===== config.mk =====
export PLATFORM = sky130hd
export DESIGN_NAME = hdm_top
export DESIGN_NICKNAME = d
export VERILOG_FILES = /design/src/inc/hdm_pkg.sv /design/src/design/hdm_fifo2.sv /design/src/design/hdm_top.sv
export SDC_FILE = /design/constraint.sdc
export NUM_CORES = 1
export LEC_CHECK = 0
export BUFFER_PORTS_ARGS = -buffer_cell sky130_fd_sc_hd__buf_2
export CAP_MARGIN = 20
export CORE_MARGIN = 2
export CORE_UTILIZATION = 40
export DETAILED_ROUTE_END_ITERATION = 10
export GPL_TIMING_DRIVEN = 0
export MAX_ROUTING_LAYER = met4
export SETUP_SLACK_MARGIN = 0.4
export SLEW_MARGIN = 20
export SYNTH_ARGS = -nofsm -noshare
export SYNTH_HDL_FRONTEND = slang
export SYNTH_SLANG_ARGS = --single-unit

===== constraint.sdc =====
create_clock -name mclk -period 2.01 [get_ports mclk]
set_input_delay 0 -clock mclk [delete_from_list [all_inputs] [get_ports mclk]]
set_output_delay 0 -clock mclk [all_outputs]
set_load 0.02 [all_outputs]

===== src/inc/hdm_pkg.sv =====
// constants for the host dma mailbox block
package hdm_pkg;

  // core i/o addresses
  localparam logic [7:0] HDM_ADDR_MB0 = 8'hD0;
  localparam logic [7:0] HDM_ADDR_MB1 = 8'hD1;
  localparam logic [7:0] HDM_ADDR_CTRL = 8'hD2;

  // control register field positions
  localparam int HDM_CTRL_EN0 = 0;
  localparam int HDM_CTRL_MUX0 = 2;
  localparam int HDM_CTRL_REQ0 = 4;
  localparam int HDM_CTRL_WE0 = 6;

  // revision code, value is arbitrary
  localparam logic [7:0] HDM_REV_CODE = 8'h5A;

  // reset values
  localparam logic [1:0] HDM_EN_RST = 2'h0;
  localparam logic [1:0] HDM_MUX_RST = 2'h0;
  localparam logic [1:0] HDM_REQ_RST = 2'h0;
  localparam logic [1:0] HDM_REV_RST = 2'h3;
  localparam logic [7:0] HDM_BYTE_RST = 8'h00;
  localparam logic [3:0] HDM_SYNC_RST = 4'hF;
  localparam logic [7:0] HDM_UNMAPPED = 8'h00;

  // data width and buffer depth
  localparam int HDM_DW = 8;
  localparam int HDM_DEPTH = 2;

endpackage


===== src/design/hdm_fifo2.sv =====
// two-entry valid/ready buffer for one mailbox channel
`timescale 1ns/100ps
`default_nettype none
module hdm_fifo2 import hdm_pkg::*; #(
  parameter int W = HDM_DW
) (
  input wire logic mclk,
  input wire logic reset_n,
  input wire logic in_valid,
  output logic in_ready,
  input wire logic [W-1:0] in_data,
  output logic out_valid,
  input wire logic out_ready,
  output logic [W-1:0] out_data
);

  logic [W-1:0] mem_r [HDM_DEPTH];
  logic [W-1:0] mem_nxt [HDM_DEPTH];
  logic wp_r;
  logic wp_nxt;
  logic rp_r;
  logic rp_nxt;
  logic [1:0] cnt_r;
  logic [1:0] cnt_nxt;
  logic push;
  logic pop;

  assign in_ready = (cnt_r != 2'h2);
  assign out_valid = (cnt_r != 2'h0);
  assign out_data = mem_r[rp_r];
  assign push = in_valid && in_ready;
  assign pop = out_valid && out_ready;

  always_comb begin
    mem_nxt = mem_r;
    wp_nxt = wp_r;
    rp_nxt = rp_r;
    cnt_nxt = cnt_r;
    if (push) begin
      mem_nxt[wp_r] = in_data;
      wp_nxt = ~wp_r;
    end
    if (pop) begin
      rp_nxt = ~rp_r;
    end
    if (push && !pop) begin
      cnt_nxt = cnt_r + 2'h1;
    end else if (pop && !push) begin
      cnt_nxt = cnt_r - 2'h1;
    end
  end

  always_ff @(posedge mclk or negedge reset_n) begin
    if (!reset_n) begin
      mem_r <= '{default: '0};
      wp_r <= 1'b0;
      rp_r <= 1'b0;
      cnt_r <= 2'h0;
    end else begin
      mem_r <= mem_nxt;
      wp_r <= wp_nxt;
      rp_r <= rp_nxt;
      cnt_r <= cnt_nxt;
    end
  end

endmodule
`default_nettype wire


===== src/design/hdm_top.sv =====
// host dma mailbox: two byte channels between host dma and core
// Functional notes
// core loads the outgoing byte before setting the request bit.
// request output drops on read strobe fall in an acknowledged cycle.
// receive byte driven on host bus while read strobe and ack low.
// host bus released on read strobe rise.
// request bit cleared on read strobe rise, marking completion.
// direction output low while host reads a receive latch.
// core polls request bit; on timeout clears request and enable.
// request bit clears on reset, core zero, strobe rise with ack.
// request output high only when request and enable bits set.
// request output low in reset, ack low, or request bit zero.
// transmit latch captures host data when enabled, ack and write low.
// receive data goes to host only when enabled, ack and read low.
// control bit 7 set loads bit 5 into channel 1 request.
// control bit 6 set loads bit 4 into channel 0 request.
// control bit 7 reads set until first core read of channel 1.
// channel 0 latch holds revision until read; bit 6 shows it.
// control bit 3 muxes channel 1 pins to bus grant/request.
// control bit 2 muxes channel 0 pins to serial and dma functions.
// bits 0,1 enable channels; disabled mailbox request pin floats.
// channel 1 transmit latch serves auxiliary host writes when disabled.
// each channel's two latches share one core address by direction.
// core may clear a request bit anytime, forcing output low.
// request output drops on write strobe fall in acknowledged cycle.
// write strobe rise with ack latches data, clears request bit.
// serial port select blocked while an enabled channel is acked.
// host strobes and acks synchronised with edge detect in core.
`timescale 1ns/100ps
`default_nettype none
module hdm_top import hdm_pkg::*; (
  input wire logic mclk,
  input wire logic reset_n,
  input wire logic [7:0] io_addr,
  input wire logic io_wr,
  input wire logic io_rd,
  input wire logic [7:0] io_wdata,
  output logic [7:0] io_rdata,
  input wire logic host_read_strobe_n,
  input wire logic host_write_strobe_n,
  input wire logic chan0_ack_n,
  input wire logic chan1_ack_n,
  input wire logic [7:0] host_data_in,
  output logic [7:0] host_data_out,
  output logic host_data_oe,
  output logic data_direction_n,
  input wire logic aux_host_write,
  output logic chan0_request_pin_o,
  output logic chan0_request_pin_oe,
  output logic chan1_request_pin_o,
  output logic chan1_request_pin_oe,
  input wire logic serial0_request_to_send_n,
  input wire logic bus_grant_n,
  output logic serial0_clock,
  output logic local_dma0_request_n,
  output logic bus_request_n,
  input wire logic serial_select_raw_n,
  output logic serial_port_select_n
);

  // synchroniser stages: bit0 read, bit1 write, bit2 ack0, bit3 ack1
  logic [3:0] s1_r;
  logic [3:0] s2_r;
  logic [3:0] s3_r;
  logic [3:0] s1_nxt;
  logic [3:0] s2_nxt;
  logic [3:0] s3_nxt;
  logic [7:0] d1_r;
  logic [7:0] d2_r;
  logic [7:0] d1_nxt;
  logic [7:0] d2_nxt;

  // edge events seen on the settled stages only
  logic rd_rise;
  logic rd_fall;
  logic wr_rise;
  logic wr_fall;
  logic rd_low;
  logic wr_low;
  logic [1:0] ack_low;
  logic [1:0] ack_act;

  // control register state
  logic [1:0] en_r;
  logic [1:0] en_nxt;
  logic [1:0] mux_r;
  logic [1:0] mux_nxt;
  logic [1:0] req_r;
  logic [1:0] req_nxt;
  logic [1:0] rev_r;
  logic [1:0] rev_nxt;
  logic [1:0] busy_r;
  logic [1:0] busy_nxt;
  logic [7:0] rx0_r;
  logic [7:0] rx0_nxt;
  logic [7:0] rx1_r;
  logic [7:0] rx1_nxt;
  logic [7:0] cap0_r;
  logic [7:0] cap0_nxt;
  logic [7:0] cap1_r;
  logic [7:0] cap1_nxt;

  // output registers
  logic [7:0] hdo_r;
  logic [7:0] hdo_nxt;
  logic hoe_r;
  logic hoe_nxt;
  logic ddir_r;
  logic ddir_nxt;
  logic [7:0] rdata_r;
  logic [7:0] rdata_nxt;

  // buffer hookup
  logic [1:0] push;
  logic [1:0] room;
  logic [1:0] pop;
  logic [1:0] head_vld;
  logic [7:0] head0;
  logic [7:0] head1;
  logic [7:0] push1_data;

  logic wr_ctrl;
  logic we_any;
  logic [1:0] rd_sel;
  logic [1:0] req_drive;

  // synchroniser group
  always_comb begin
    s1_nxt = {chan1_ack_n, chan0_ack_n, host_write_strobe_n, host_read_strobe_n};
    s2_nxt = s1_r;
    s3_nxt = s2_r;
    d1_nxt = host_data_in;
    d2_nxt = d1_r;
  end

  always_ff @(posedge mclk or negedge reset_n) begin
    if (!reset_n) begin
      s1_r <= HDM_SYNC_RST;
      s2_r <= HDM_SYNC_RST;
      s3_r <= HDM_SYNC_RST;
      d1_r <= HDM_BYTE_RST;
      d2_r <= HDM_BYTE_RST;
    end else begin
      s1_r <= s1_nxt;
      s2_r <= s2_nxt;
      s3_r <= s3_nxt;
      d1_r <= d1_nxt;
      d2_r <= d2_nxt;
    end
  end

  // edge detect never looks at the first stage
  assign rd_low = ~s2_r[0];
  assign wr_low = ~s2_r[1];
  assign rd_rise = s2_r[0] & ~s3_r[0];
  assign rd_fall = ~s2_r[0] & s3_r[0];
  assign wr_rise = s2_r[1] & ~s3_r[1];
  assign wr_fall = ~s2_r[1] & s3_r[1];
  assign ack_low = ~s2_r[3:2];
  // an ack pin muxed to another function is not a mailbox ack
  assign ack_act = ack_low & ~mux_r;

  assign wr_ctrl = io_wr && (io_addr == HDM_ADDR_CTRL);
  assign we_any = io_wdata[HDM_CTRL_WE0] | io_wdata[HDM_CTRL_WE0 + 1];

  // control group
  always_comb begin
    en_nxt = en_r;
    mux_nxt = mux_r;
    req_nxt = req_r;
    rev_nxt = rev_r;
    busy_nxt = busy_r;
    rx0_nxt = rx0_r;
    rx1_nxt = rx1_r;
    cap0_nxt = cap0_r;
    cap1_nxt = cap1_r;
    for (int c = 0; c < 2; c++) begin
      if (ack_act[c] && (rd_rise || wr_rise)) begin
        req_nxt[c] = 1'b0;
        busy_nxt[c] = 1'b0;
      end else if (ack_act[c] && (rd_fall || wr_fall)) begin
        busy_nxt[c] = 1'b1;
      end
      if (!ack_act[c]) begin
        busy_nxt[c] = 1'b0;
      end
      // core write last: its value wins over a same-cycle hardware clear
      if (wr_ctrl && io_wdata[HDM_CTRL_WE0 + c]) begin
        req_nxt[c] = io_wdata[HDM_CTRL_REQ0 + c];
      end
    end
    if (wr_ctrl && !we_any) begin
      en_nxt = io_wdata[HDM_CTRL_EN0 +: 2];
      mux_nxt = io_wdata[HDM_CTRL_MUX0 +: 2];
    end
    if (io_rd && (io_addr == HDM_ADDR_MB0)) begin
      rev_nxt[0] = 1'b0;
    end
    if (io_rd && (io_addr == HDM_ADDR_MB1)) begin
      rev_nxt[1] = 1'b0;
    end
    if (io_wr && (io_addr == HDM_ADDR_MB0)) begin
      rx0_nxt = io_wdata;
    end
    if (io_wr && (io_addr == HDM_ADDR_MB1)) begin
      rx1_nxt = io_wdata;
    end
    if (en_r[0] && ack_act[0] && wr_low) begin
      cap0_nxt = d2_r;
    end
    if (en_r[1] && ack_act[1] && wr_low) begin
      cap1_nxt = d2_r;
    end
  end

  always_ff @(posedge mclk or negedge reset_n) begin
    if (!reset_n) begin
      en_r <= HDM_EN_RST;
      mux_r <= HDM_MUX_RST;
      req_r <= HDM_REQ_RST;
      rev_r <= HDM_REV_RST;
      busy_r <= 2'h0;
      rx0_r <= HDM_BYTE_RST;
      rx1_r <= HDM_BYTE_RST;
      cap0_r <= HDM_BYTE_RST;
      cap1_r <= HDM_BYTE_RST;
    end else begin
      en_r <= en_nxt;
      mux_r <= mux_nxt;
      req_r <= req_nxt;
      rev_r <= rev_nxt;
      busy_r <= busy_nxt;
      rx0_r <= rx0_nxt;
      rx1_r <= rx1_nxt;
      cap0_r <= cap0_nxt;
      cap1_r <= cap1_nxt;
    end
  end

  // host writes go through a buffer so a slow core loses no mailbox byte; auxiliary writes to a full buffer drop
  assign push[0] = en_r[0] & ack_act[0] & wr_rise;
  // disabled channel 1 still takes auxiliary host output writes
  assign push[1] = (en_r[1] & ack_act[1] & wr_rise) | (~en_r[1] & aux_host_write);
  assign push1_data = en_r[1] ? cap1_r : host_data_in;
  // revision read leaves the channel 0 buffer alone
  assign pop[0] = io_rd && (io_addr == HDM_ADDR_MB0) && !rev_r[0] && head_vld[0];
  assign pop[1] = io_rd && (io_addr == HDM_ADDR_MB1) && head_vld[1];

  hdm_fifo2 #(
    .W(HDM_DW)
  ) u_buf0 (
    .mclk(mclk),
    .reset_n(reset_n),
    .in_valid(push[0]),
    .in_ready(room[0]),
    .in_data(cap0_r),
    .out_valid(head_vld[0]),
    .out_ready(pop[0]),
    .out_data(head0)
  );

  hdm_fifo2 #(
    .W(HDM_DW)
  ) u_buf1 (
    .mclk(mclk),
    .reset_n(reset_n),
    .in_valid(push[1]),
    .in_ready(room[1]),
    .in_data(push1_data),
    .out_valid(head_vld[1]),
    .out_ready(pop[1]),
    .out_data(head1)
  );

  // request held off while the buffer is full: that is the back-pressure
  assign req_drive = req_r & en_r & ~ack_low & ~busy_r & room;

  // output group
  always_comb begin
    rd_sel = ack_act & en_r & {rd_low, rd_low};
    hoe_nxt = |rd_sel;
    hdo_nxt = rd_sel[0] ? rx0_r : rx1_r;
    ddir_nxt = ~(|rd_sel);
    rdata_nxt = rdata_r;
    if (io_rd) begin
      case (io_addr)
        HDM_ADDR_MB0: rdata_nxt = rev_r[0] ? HDM_REV_CODE : head0;
        HDM_ADDR_MB1: rdata_nxt = head1;
        HDM_ADDR_CTRL: rdata_nxt = {rev_r, req_r, mux_r, en_r};
        default: rdata_nxt = HDM_UNMAPPED;
      endcase
    end
  end

  always_ff @(posedge mclk or negedge reset_n) begin
    if (!reset_n) begin
      hdo_r <= HDM_BYTE_RST;
      hoe_r <= 1'b0;
      ddir_r <= 1'b1;
      rdata_r <= HDM_BYTE_RST;
    end else begin
      hdo_r <= hdo_nxt;
      hoe_r <= hoe_nxt;
      ddir_r <= ddir_nxt;
      rdata_r <= rdata_nxt;
    end
  end

  assign host_data_out = hdo_r;
  assign host_data_oe = hoe_r;
  assign data_direction_n = ddir_r;
  assign io_rdata = rdata_r;

  // pin multiplexing; a disabled mailbox pin floats
  assign chan0_request_pin_o = mux_r[0] ? serial0_request_to_send_n : req_drive[0];
  assign chan0_request_pin_oe = mux_r[0] | en_r[0];
  assign chan1_request_pin_o = mux_r[1] ? bus_grant_n : req_drive[1];
  assign chan1_request_pin_oe = mux_r[1] | en_r[1];

  // ack pins feed the alternate functions only when muxed there
  assign serial0_clock = mux_r[0] & chan0_ack_n;
  assign local_dma0_request_n = ~mux_r[0] | chan0_ack_n;
  assign bus_request_n = ~mux_r[1] | chan1_ack_n;

  assign serial_port_select_n = serial_select_raw_n | (|(ack_act & en_r));

endmodule
`default_nettype wire


Yosys cells after proc, flatten, opt, wreduce, memory -nomap -nowiden. Index checks and enable logic that the tools add are counted.

Multiplexer cells: 32. Bitwise operators: 44. Add/sub/neg operators: 4. Reductions and logical operators: 45. Eq/ne operators: 7. Order comparisons: 6.

Operators by type and width (count): $mux 8 (11); $bwmux 16 (2); $logic_and 1x1->1 (29); $eq 8x8->1 const B (3); $pmux 8 s3 (1); $demux 8 s1 (2); $and 2x2->2 (7); $mux 1 (12); $not 1->1 (12); $reduce_bool 2->1 (6); $and 1x1->1 (10); $ge 2x2->1 const B (4); $mux 2 (4); $not 1->2 (4); $not 2->2 (4); $or 1x1->1 (7); $logic_not 1->1 (6); $ne 3x1->1 const B (2); $add 2x1->2 const B (2); $lt 2x1->1 const B (2); $ne 2x2->1 const B (2); $reduce_or 2->1 (2); $sub 2x1->2 const B (2); $logic_or 1x1->1 (2).

Register bits after elaboration: 126. Output and inout bits: 26.

Depth between registers and ports, before layout. Gate-level depths: netlist (run 1).

Word-level depth: 10. Depth in mapped cells: 8.

Cells and area by module. Synthesis (run 1) repeated with hierarchy kept, for this count alone.

Cell total of the unflattened synthesis: 364. Area total of the unflattened synthesis: 5337.6 um^2.

By module, submodules not included: hdm_top (cells each 244, area each 3398.3 um^2, times used 1); hdm_fifo2 (cells each 60, area each 969.7 um^2, times used 2).

Worst setup path before layout (run 1). Ideal clock, no wire load.

Path kind: register to register. From: reg mux_r[0]. To: reg u_buf0.mem_r[10] (netlist name). Required time: 1.885 ns. Path buffers: 2. Clock period less this slack: 1.892 ns. Stages on the path, launching flop included: 7. Data arrival time: 1.767 ns. Slack: 0.118 ns. Cell sequence: dfrtp_1 > buf_6 > or3b_4 > nor3b_4 > and2b_1 > buf_6 > mux2_4.

Longest elaborated chain between the ends: 5.

RTL lines: start: declaration (line hdm_top.sv:86) `logic [1:0] mux_r;`; start signal: assignment (line hdm_top.sv:229) `mux_r <= mux_nxt;`; $not 2->2 (line hdm_top.sv:161) `assign ack_act = ack_low & ~mux_r;`; $and 2x2->2 (line hdm_top.sv:161); $and 1x1->1 (2 in series) (line hdm_top.sv:241) `assign push[0] = en_r[0] & ack_act[0] & wr_rise;`; $logic_and 1x1->1 (line hdm_fifo2.sv:31) `assign push = in_valid && in_ready;`; net u_buf0.push (line hdm_fifo2.sv:25) `logic push;`; end signal: assignment (line hdm_fifo2.sv:60) `mem_r <= mem_nxt;`; end: declaration (line hdm_fifo2.sv:17) `logic [W-1:0] mem_r [HDM_DEPTH];`.

The timed path passes the listed nets, and every way through them passes these cells. A chain may end at the register's enable or synchronous reset.

Final worst setup path (run 1). Same ends and word-level chain as after synthesis.

==> results of run 1 <==
==> per-layer routing <==
layer,wire length (microns),vias to the layer above,GRT usage,share of wire
met4,221,0,0.0831,0.020
met3,344,18,0.0474,0.031
met1,5310,1627,0.242,0.48
met5,0,-,-,0
li1,-,1495,-,-
met2,5120,62,0.261,0.47
==> per-stage QoR <==
stage	std cells	worst slack [ns]	TNS [ns]	cell area [sq um]
after floorplan	353	0.159	0	5190
after global placement	585	-0.636	-71.36	5710
after detailed placement	586	-0.0739	-0.621	5740
after CTS	657	0.0739	0	6800
after global routing	661	0.0175	0	6880
final	661	0.0976	0	6880
==> kinds of logic after synthesis <==
kind of cell             after synthesis  synth area share
AND/OR/NAND/NOR                       56            0.0684
adder cells (fa/ha/maj)                2           0.00489
multiplexers                         102             0.227
XOR/XNOR                               9            0.0154
flip-flops                           126             0.619
AO/OA/AOI/OAI                         33            0.0435
buffers and inverters                 25            0.0220
==> worst max-delay path, delay by kind of cell, from the launching register on <==
| kind | cells | cell delay [ns] |
|---|---|---|
| flops | 1 | 0.37 |
| simple gates | 3 | 0.81 |
| buf+inv | 2 | 0.30 |
| mux | 1 | 0.31 |
==> power groups by stage <==
stage / Combinational, uW / Clock, uW / Sequential [uW]
floorplan: 603 / 0 / 2990
CTS: 939 / 3060 / 2990
global placement: 831 / 0 / 3010
finish: 983 / 3000 / 2990
detailed placement: 859 / 0 / 3030
global route: 1060 / 3170 / 3020
==> what timing repair did <==
| item | CTS | global route |
|---|---|---|
| hold endpoints to repair | 105 | 0 |
| buffers inserted | 17 | 3 |
| endpoints found under the setup margin | 70 | 64 |
| hold buffers | 22 | 0 |
| pin swaps | 9 | 4 |
| gates cloned | 0 | 1 |
| gates resized for setup | 21 | 12 |
==> sequential cells by signal, indices dropped and copies added, names as in the netlist, 4 cells and up <==
signal and count:
u_buf0.mem_r 16, u_buf1.mem_r 16, cap0_r 8, cap1_r 8, d1_r 8, d2_r 8, host_data_out 8, io_rdata 8
rx0_r 8, rx1_r 8, s1_r 4, s2_r 4
==> cells in the final DEF, fill, tap and decap left out, drive strengths merged, types with 7 or more instances in the layout <==
cell type    netlist  final
a21oi              7      7
buf                5     87
clkbuf             8     33
dfrtp            113    113
dfstp             13     13
dlygate4sd3        0     22
inv               12     12
mux2              89     89
mux2i             13     13
nand2              9      9
nor2              15     15
o22ai             13     13
==> area by class of cell <==
type | count | area, sq um
buffer | 13 | 96.3
clock inverter | 7 | 85.1
sequential | 126 | 3170
timing repair buffer | 104 | 786
tap | 172 | 215
clock buffer | 25 | 495
inverter | 12 | 45.0
multi-input combinational | 202 | 1980
fill | 1014 | 5690
==> path summary, 6_finish.rpt <==
check | startpoint | endpoint | slack [ns] | cells past startpoint
setup / recovery | mux_r[0]$_DFFE_PN0P_ | u_buf0.mem_r[10]$_DFFE_PN0P_ | 0.1 | 6
hold / removal | io_rd | io_rdata[7]$_DFFE_PN0P_ | 0.08 | 2
setup reg to reg | mux_r[0]$_DFFE_PN0P_ | u_buf0.mem_r[10]$_DFFE_PN0P_ | 0.1 | 6
hold reg to reg | d1_r[5]$_DFF_PN0_ | d2_r[5]$_DFF_PN0_ | 0.34 | 0
max in group asynchronous | reset_n | rev_r[0]$_DFFE_PN1N_ | 1.16 | 3
min in group asynchronous | reset_n | host_data_out[1]$_DFF_PN0_ | 0.11 | 2
==> results.ini, run 1 <==
[die]
core_sq_mm=0.0126
die_w_microns=117
initial_utilization=0.407
dieHeight_microns=117
ioPinCount=62
num_rows=41
dieArea_sq_mm=0.0137

[setup_path]
setup.worst_path.start_class=register
path_max_fanout=8
max_stage_delay_ns=0.41
arrival_ns=2.21
worst_path_max_delay_cell=or3b_4
end_kind=register
path_cells=buf_6 -> or3b_4 -> nor3b_4 -> and2b_1 -> buf_6 -> mux2_4
cp.required_ns=2.31
crit_type=reg -> reg
path_common_cell=buf_6

[placed_design]
port_buffers=60
hpwl_mm=7.23
gp_congestion=0.746

[cts]
clockBufferDepth=2
cts_num_sinks=126
htreeDepth=4
cts-root-buf=clkbuf_16
cts_tree=yes
cts.clk_slew.worst_paths_ns=0.05
cts_buffers=17
worstSkewPairLatency_ns=0.42

[timing]
max_freq_ghz=0.523
setup_viol=0
rsz0062_at_grt=yes
finalCritPeriodShare=0.951
slew_viol_final=0
clock_skew_ns=0.00598
whs_ns=0.0784
slew_headroom=0.584
final_hold_viol_count=0
worstMarginPinSlew_ns=0.622
min_period_ns=1.91

[power_and_ir_drop]
ir_worst_vdd_mv=0.488
p_int_uw=5320
p_per_area_mw_per_mm2=1010
leakage_uw=0.00324
swShare=0.237
p_switching_uw=1650
clkPwrFrac=0.430
total_power_uw=6970
seq_power_share=0.429
power.share.combinational=0.141

[finish]
antenna_cells=0
drive_gt1_frac=0.513
nNetsFinal=514
area_growth_pct=34.3
post-route-util=0.547

[synthesis]
synth.area.top_cells=dfrtp_1 (55%), mux2_2 (18%), dfstp_2 (6.7%), mux2i_1 (2.5%), mux2_4 (2.3%)
synthDominantCellAreaShare=0.552
yosys-top-cells-count=dfrtp_1 (113), mux2_2 (81)
yosys_warnings=0
synth_cell_types=43
synth_most_common_cell=dfrtp_1
netlist_instances=353
syn-num-nets=391
synth_area_sq_mm=0.00512
async_flop_share=1.00
ys_seq_elements=126
synth_top_cell_by_area=dfrtp_1
synth_ff_type=dfrtp_1
synth-edff-count=0
avgSynthCellArea_sq_um=14.5
synth_seq_area_share=0.619

[global_routing]
grt_pass1_vias=3349
grt_overflow=0
grt_pass1_wl_mm=17.7
grt_max_degree=73
grt_use_total=0.182
antenna_found_initial=0

[outcome]
status=complete, no violations

[route]
routed_via_density=4.84
first_pass_iters=4
wl_mm=11.0
drcViolationCount=0
vias=3202
wl_per_cell_microns=16.6
drt-initial-drc-count=230
ant_nets=0

[run]
cap_viol_max_count=0

[min_path]
min_path_type=in -> reg

Power figures use the tool's default switching activity.
==> run 2: changes to the inputs <==
--- a/config.mk
+++ b/config.mk
@@ -10,3 +10,3 @@
 export CORE_MARGIN = 2
-export CORE_UTILIZATION = 40
+export CORE_UTILIZATION = 52
 export DETAILED_ROUTE_END_ITERATION = 10
@@ -14,2 +14,4 @@
 export MAX_ROUTING_LAYER = met4
+export PLACE_DENSITY = 0.75
+export REMOVE_ABC_BUFFERS = 1
 export SETUP_SLACK_MARGIN = 0.4
--- a/constraint.sdc
+++ b/constraint.sdc
@@ -3,2 +3,2 @@
 set_output_delay 0 -clock mclk [all_outputs]
-set_load 0.02 [all_outputs]
+set_load 0.05 [all_outputs]
==> run 2 against run 1 <==
First-iteration DRC count fell by 36%; sequential power about the same; final area down 0.62%; clock-buffer cell count down 4; routed wire length grew 5.4%; flip-flop and latch count unchanged; global-route usage rose by 6.2 points; register-to-register slack hardly changed; critical path type unchanged.
==> results.ini, run 2 (same netlist as run 1, synthesis figures left out) <==
[setup_path]
rr_worst_depth=6
cp.required_ns=2.42
path_cells=or3b_4 -> nor3b_4 -> buf_4 -> buf_6 -> nand2_8 -> mux2_4
crit_path_end=u_buf0.mem_r[4]$_DFFE_PN0P_
worst_path_max_delay_cell=or3b_4
path_depth=6
setup.worst_path.start_class=register
crit_type=reg -> reg
r2r_slack_ns=0.11
end_kind=register
r2r_start=mux_r[0]$_DFFE_PN0P_
r2r-end=u_buf0.mem_r[4]$_DFFE_PN0P_
crit_start=mux_r[0]$_DFFE_PN0P_
arrival_ns=2.31
max_stage_delay_ns=0.41
cp.buffers_inverters=2
path_max_fanout=8
cp_top_family=simple AND/OR/NAND/NOR gates

[timing]
finalCritPeriodShare=0.945
rsz0062_at_grt=yes
slew_viol_final=0
setup_slack_ns=0.110
max_freq_ghz=0.526
slew_headroom=0.537
final_hold_viol_count=0
setup_viol=0
min_period_ns=1.90
worstMarginPinSlew_ns=0.694
clock_skew_ns=0.00742
whs_ns=0.0140

[die]
num_rows=36
initial_utilization=0.529
dieHeight_microns=103
die_w_microns=103
ioPinCount=62
dieArea_sq_mm=0.0107
core_sq_mm=0.00968

[global_routing]
grt_use_total=0.244
grt_pass1_vias=3457
grt_max_degree=86
grt_overflow=0
grt_pass1_wl_mm=18.2
antenna_found_initial=0

[run]
cap_viol_max_count=0

[route]
vias=3339
drt-initial-drc-count=148
first_pass_iters=4
ant_nets=0
drcViolationCount=0
routed_via_density=5.43
wl_mm=11.6
wl_per_cell_microns=18.8

[placed_design]
hpwl_mm=6.87
place_ws_ns=-0.356
port_buffers=61
dpl.cell_count=535
gp_congestion=0.784

[cts]
cts-root-buf=clkbuf_8
cts.clk_slew.worst_paths_ns=0.06
cts_num_sinks=126
worstSkewPairLatency_ns=0.53
cts_buffers=17
clockBufferDepth=2
htreeDepth=4
cts_tree=yes

[min_path]
min_path_type=in -> reg

[finish]
final_common_cell=dfrtp_1
fillers=618
largestRegisters=u_buf0.mem_r: 16 flops, u_buf1.mem_r: 16 flops
regArea_sq_mm=0.00318
stdcell_count=615
area_growth_pct=33.5
final_cell_mix=dfrtp_1 (108), mux2_2 (71), buf_2 (56)
nNetsFinal=507
antenna_cells=0
post-route-util=0.706
multi_input_area_sq_mm=0.00200
drive_gt1_frac=0.521

[outcome]
status=complete, no violations

[power_and_ir_drop]
leakage_uw=0.00322
p_per_area_mw_per_mm2=1050
ir_worst_vdd_mv=0.595

==> run 2: changes by cell type in the layout (fill, tap and decap cells not counted), moves of 3 or more <==
cell / change
clkbuf_8: -3
clkbuf_1: -6
buf_2: -3
dfrtp_1: -3
dlygate4sd3_1: +3
==> run 2: how the worst min path moves through the flow <==
stage                       startpoint                       to  slack, ns  cells past startpoint
CTS                         io_addr[1]  io_rdata[2]$_DFFE_PN0P_      0.002                      3
global route                io_addr[1]  io_rdata[2]$_DFFE_PN0P_       0.06                      3
finish                      io_addr[1]  io_rdata[2]$_DFFE_PN0P_       0.01                      3
global placement    host_read_strobe_n        s1_r[0]$_DFF_PN1_       0.12                      1
detailed placement             reset_n     rx1_r[3]$_DFFE_PN0P_      -0.06                      1
floorplan                      reset_n    busy_r[0]$_DFFE_PN0P_      -0.30                      0
==> run 2: worst reg2reg max path: stages (launching register included) <==
cell and delay [ns]:
dfrtp_2 0.40, or3b_4 0.41, nor3b_4 0.29, buf_4 0.17, buf_6 0.11, nand2_8 0.08
mux2_4 0.33
==> run 2: routing by layer <==
| layer | routed length (microns) | track usage |
|---|---|---|
| met1 | 4990 | 0.307 |
| met2 | 5850 | 0.385 |
| met3 | 508 | 0.0591 |
| met4 | 246 | 0.0951 |
| met5 | 0 | - |
==> run 2: stage by stage <==
| stage | cell area [sq um] | TNS, ns | total power, uW |
|---|---|---|---|
| 6_report | 6840 | 0 | 7150 |
| 5_1_grt | 6840 | 0 | 7420 |
| 4_1_cts | 6730 | 0 | 7160 |
| 3_5_place_dp | 5560 | -7.40 | 3800 |
| 3_3_place_gp | 5530 | -68.70 | 3740 |
| 2_1_floorplan | 5050 | 0 | 3510 |
==> run 2: where the power goes <==
part | switching, uW | leakage (uW) | internal (uW)
Combinational | 443 | 0.00131 | 546
Clock | 1080 | 0.000298 | 2070
Sequential | 184 | 0.00162 | 2830
Total | 1710 | 0.00322 | 5440
==> run 2: cell type report <==
type | count | share of cell area
inverters | 12 | 0.00659
flip-flops and latches | 126 | 0.465
repair buffers | 109 | 0.122
well taps | 133 | 0.0243
clock buffers | 21 | 0.0657
multi-input cells | 203 | 0.293
clock inverters | 11 | 0.0240
==> run 2: timing repair <==
action / in CTS / in global routing
buffers inserted: 16 / 5
gates cloned: 1 / 0
hold buffers: 26 / 0
pin swaps: 14 / 3
endpoints found under the hold margin: 183 / 0
gates resized for setup: 41 / 14
endpoints found under the setup margin: 68 / 61
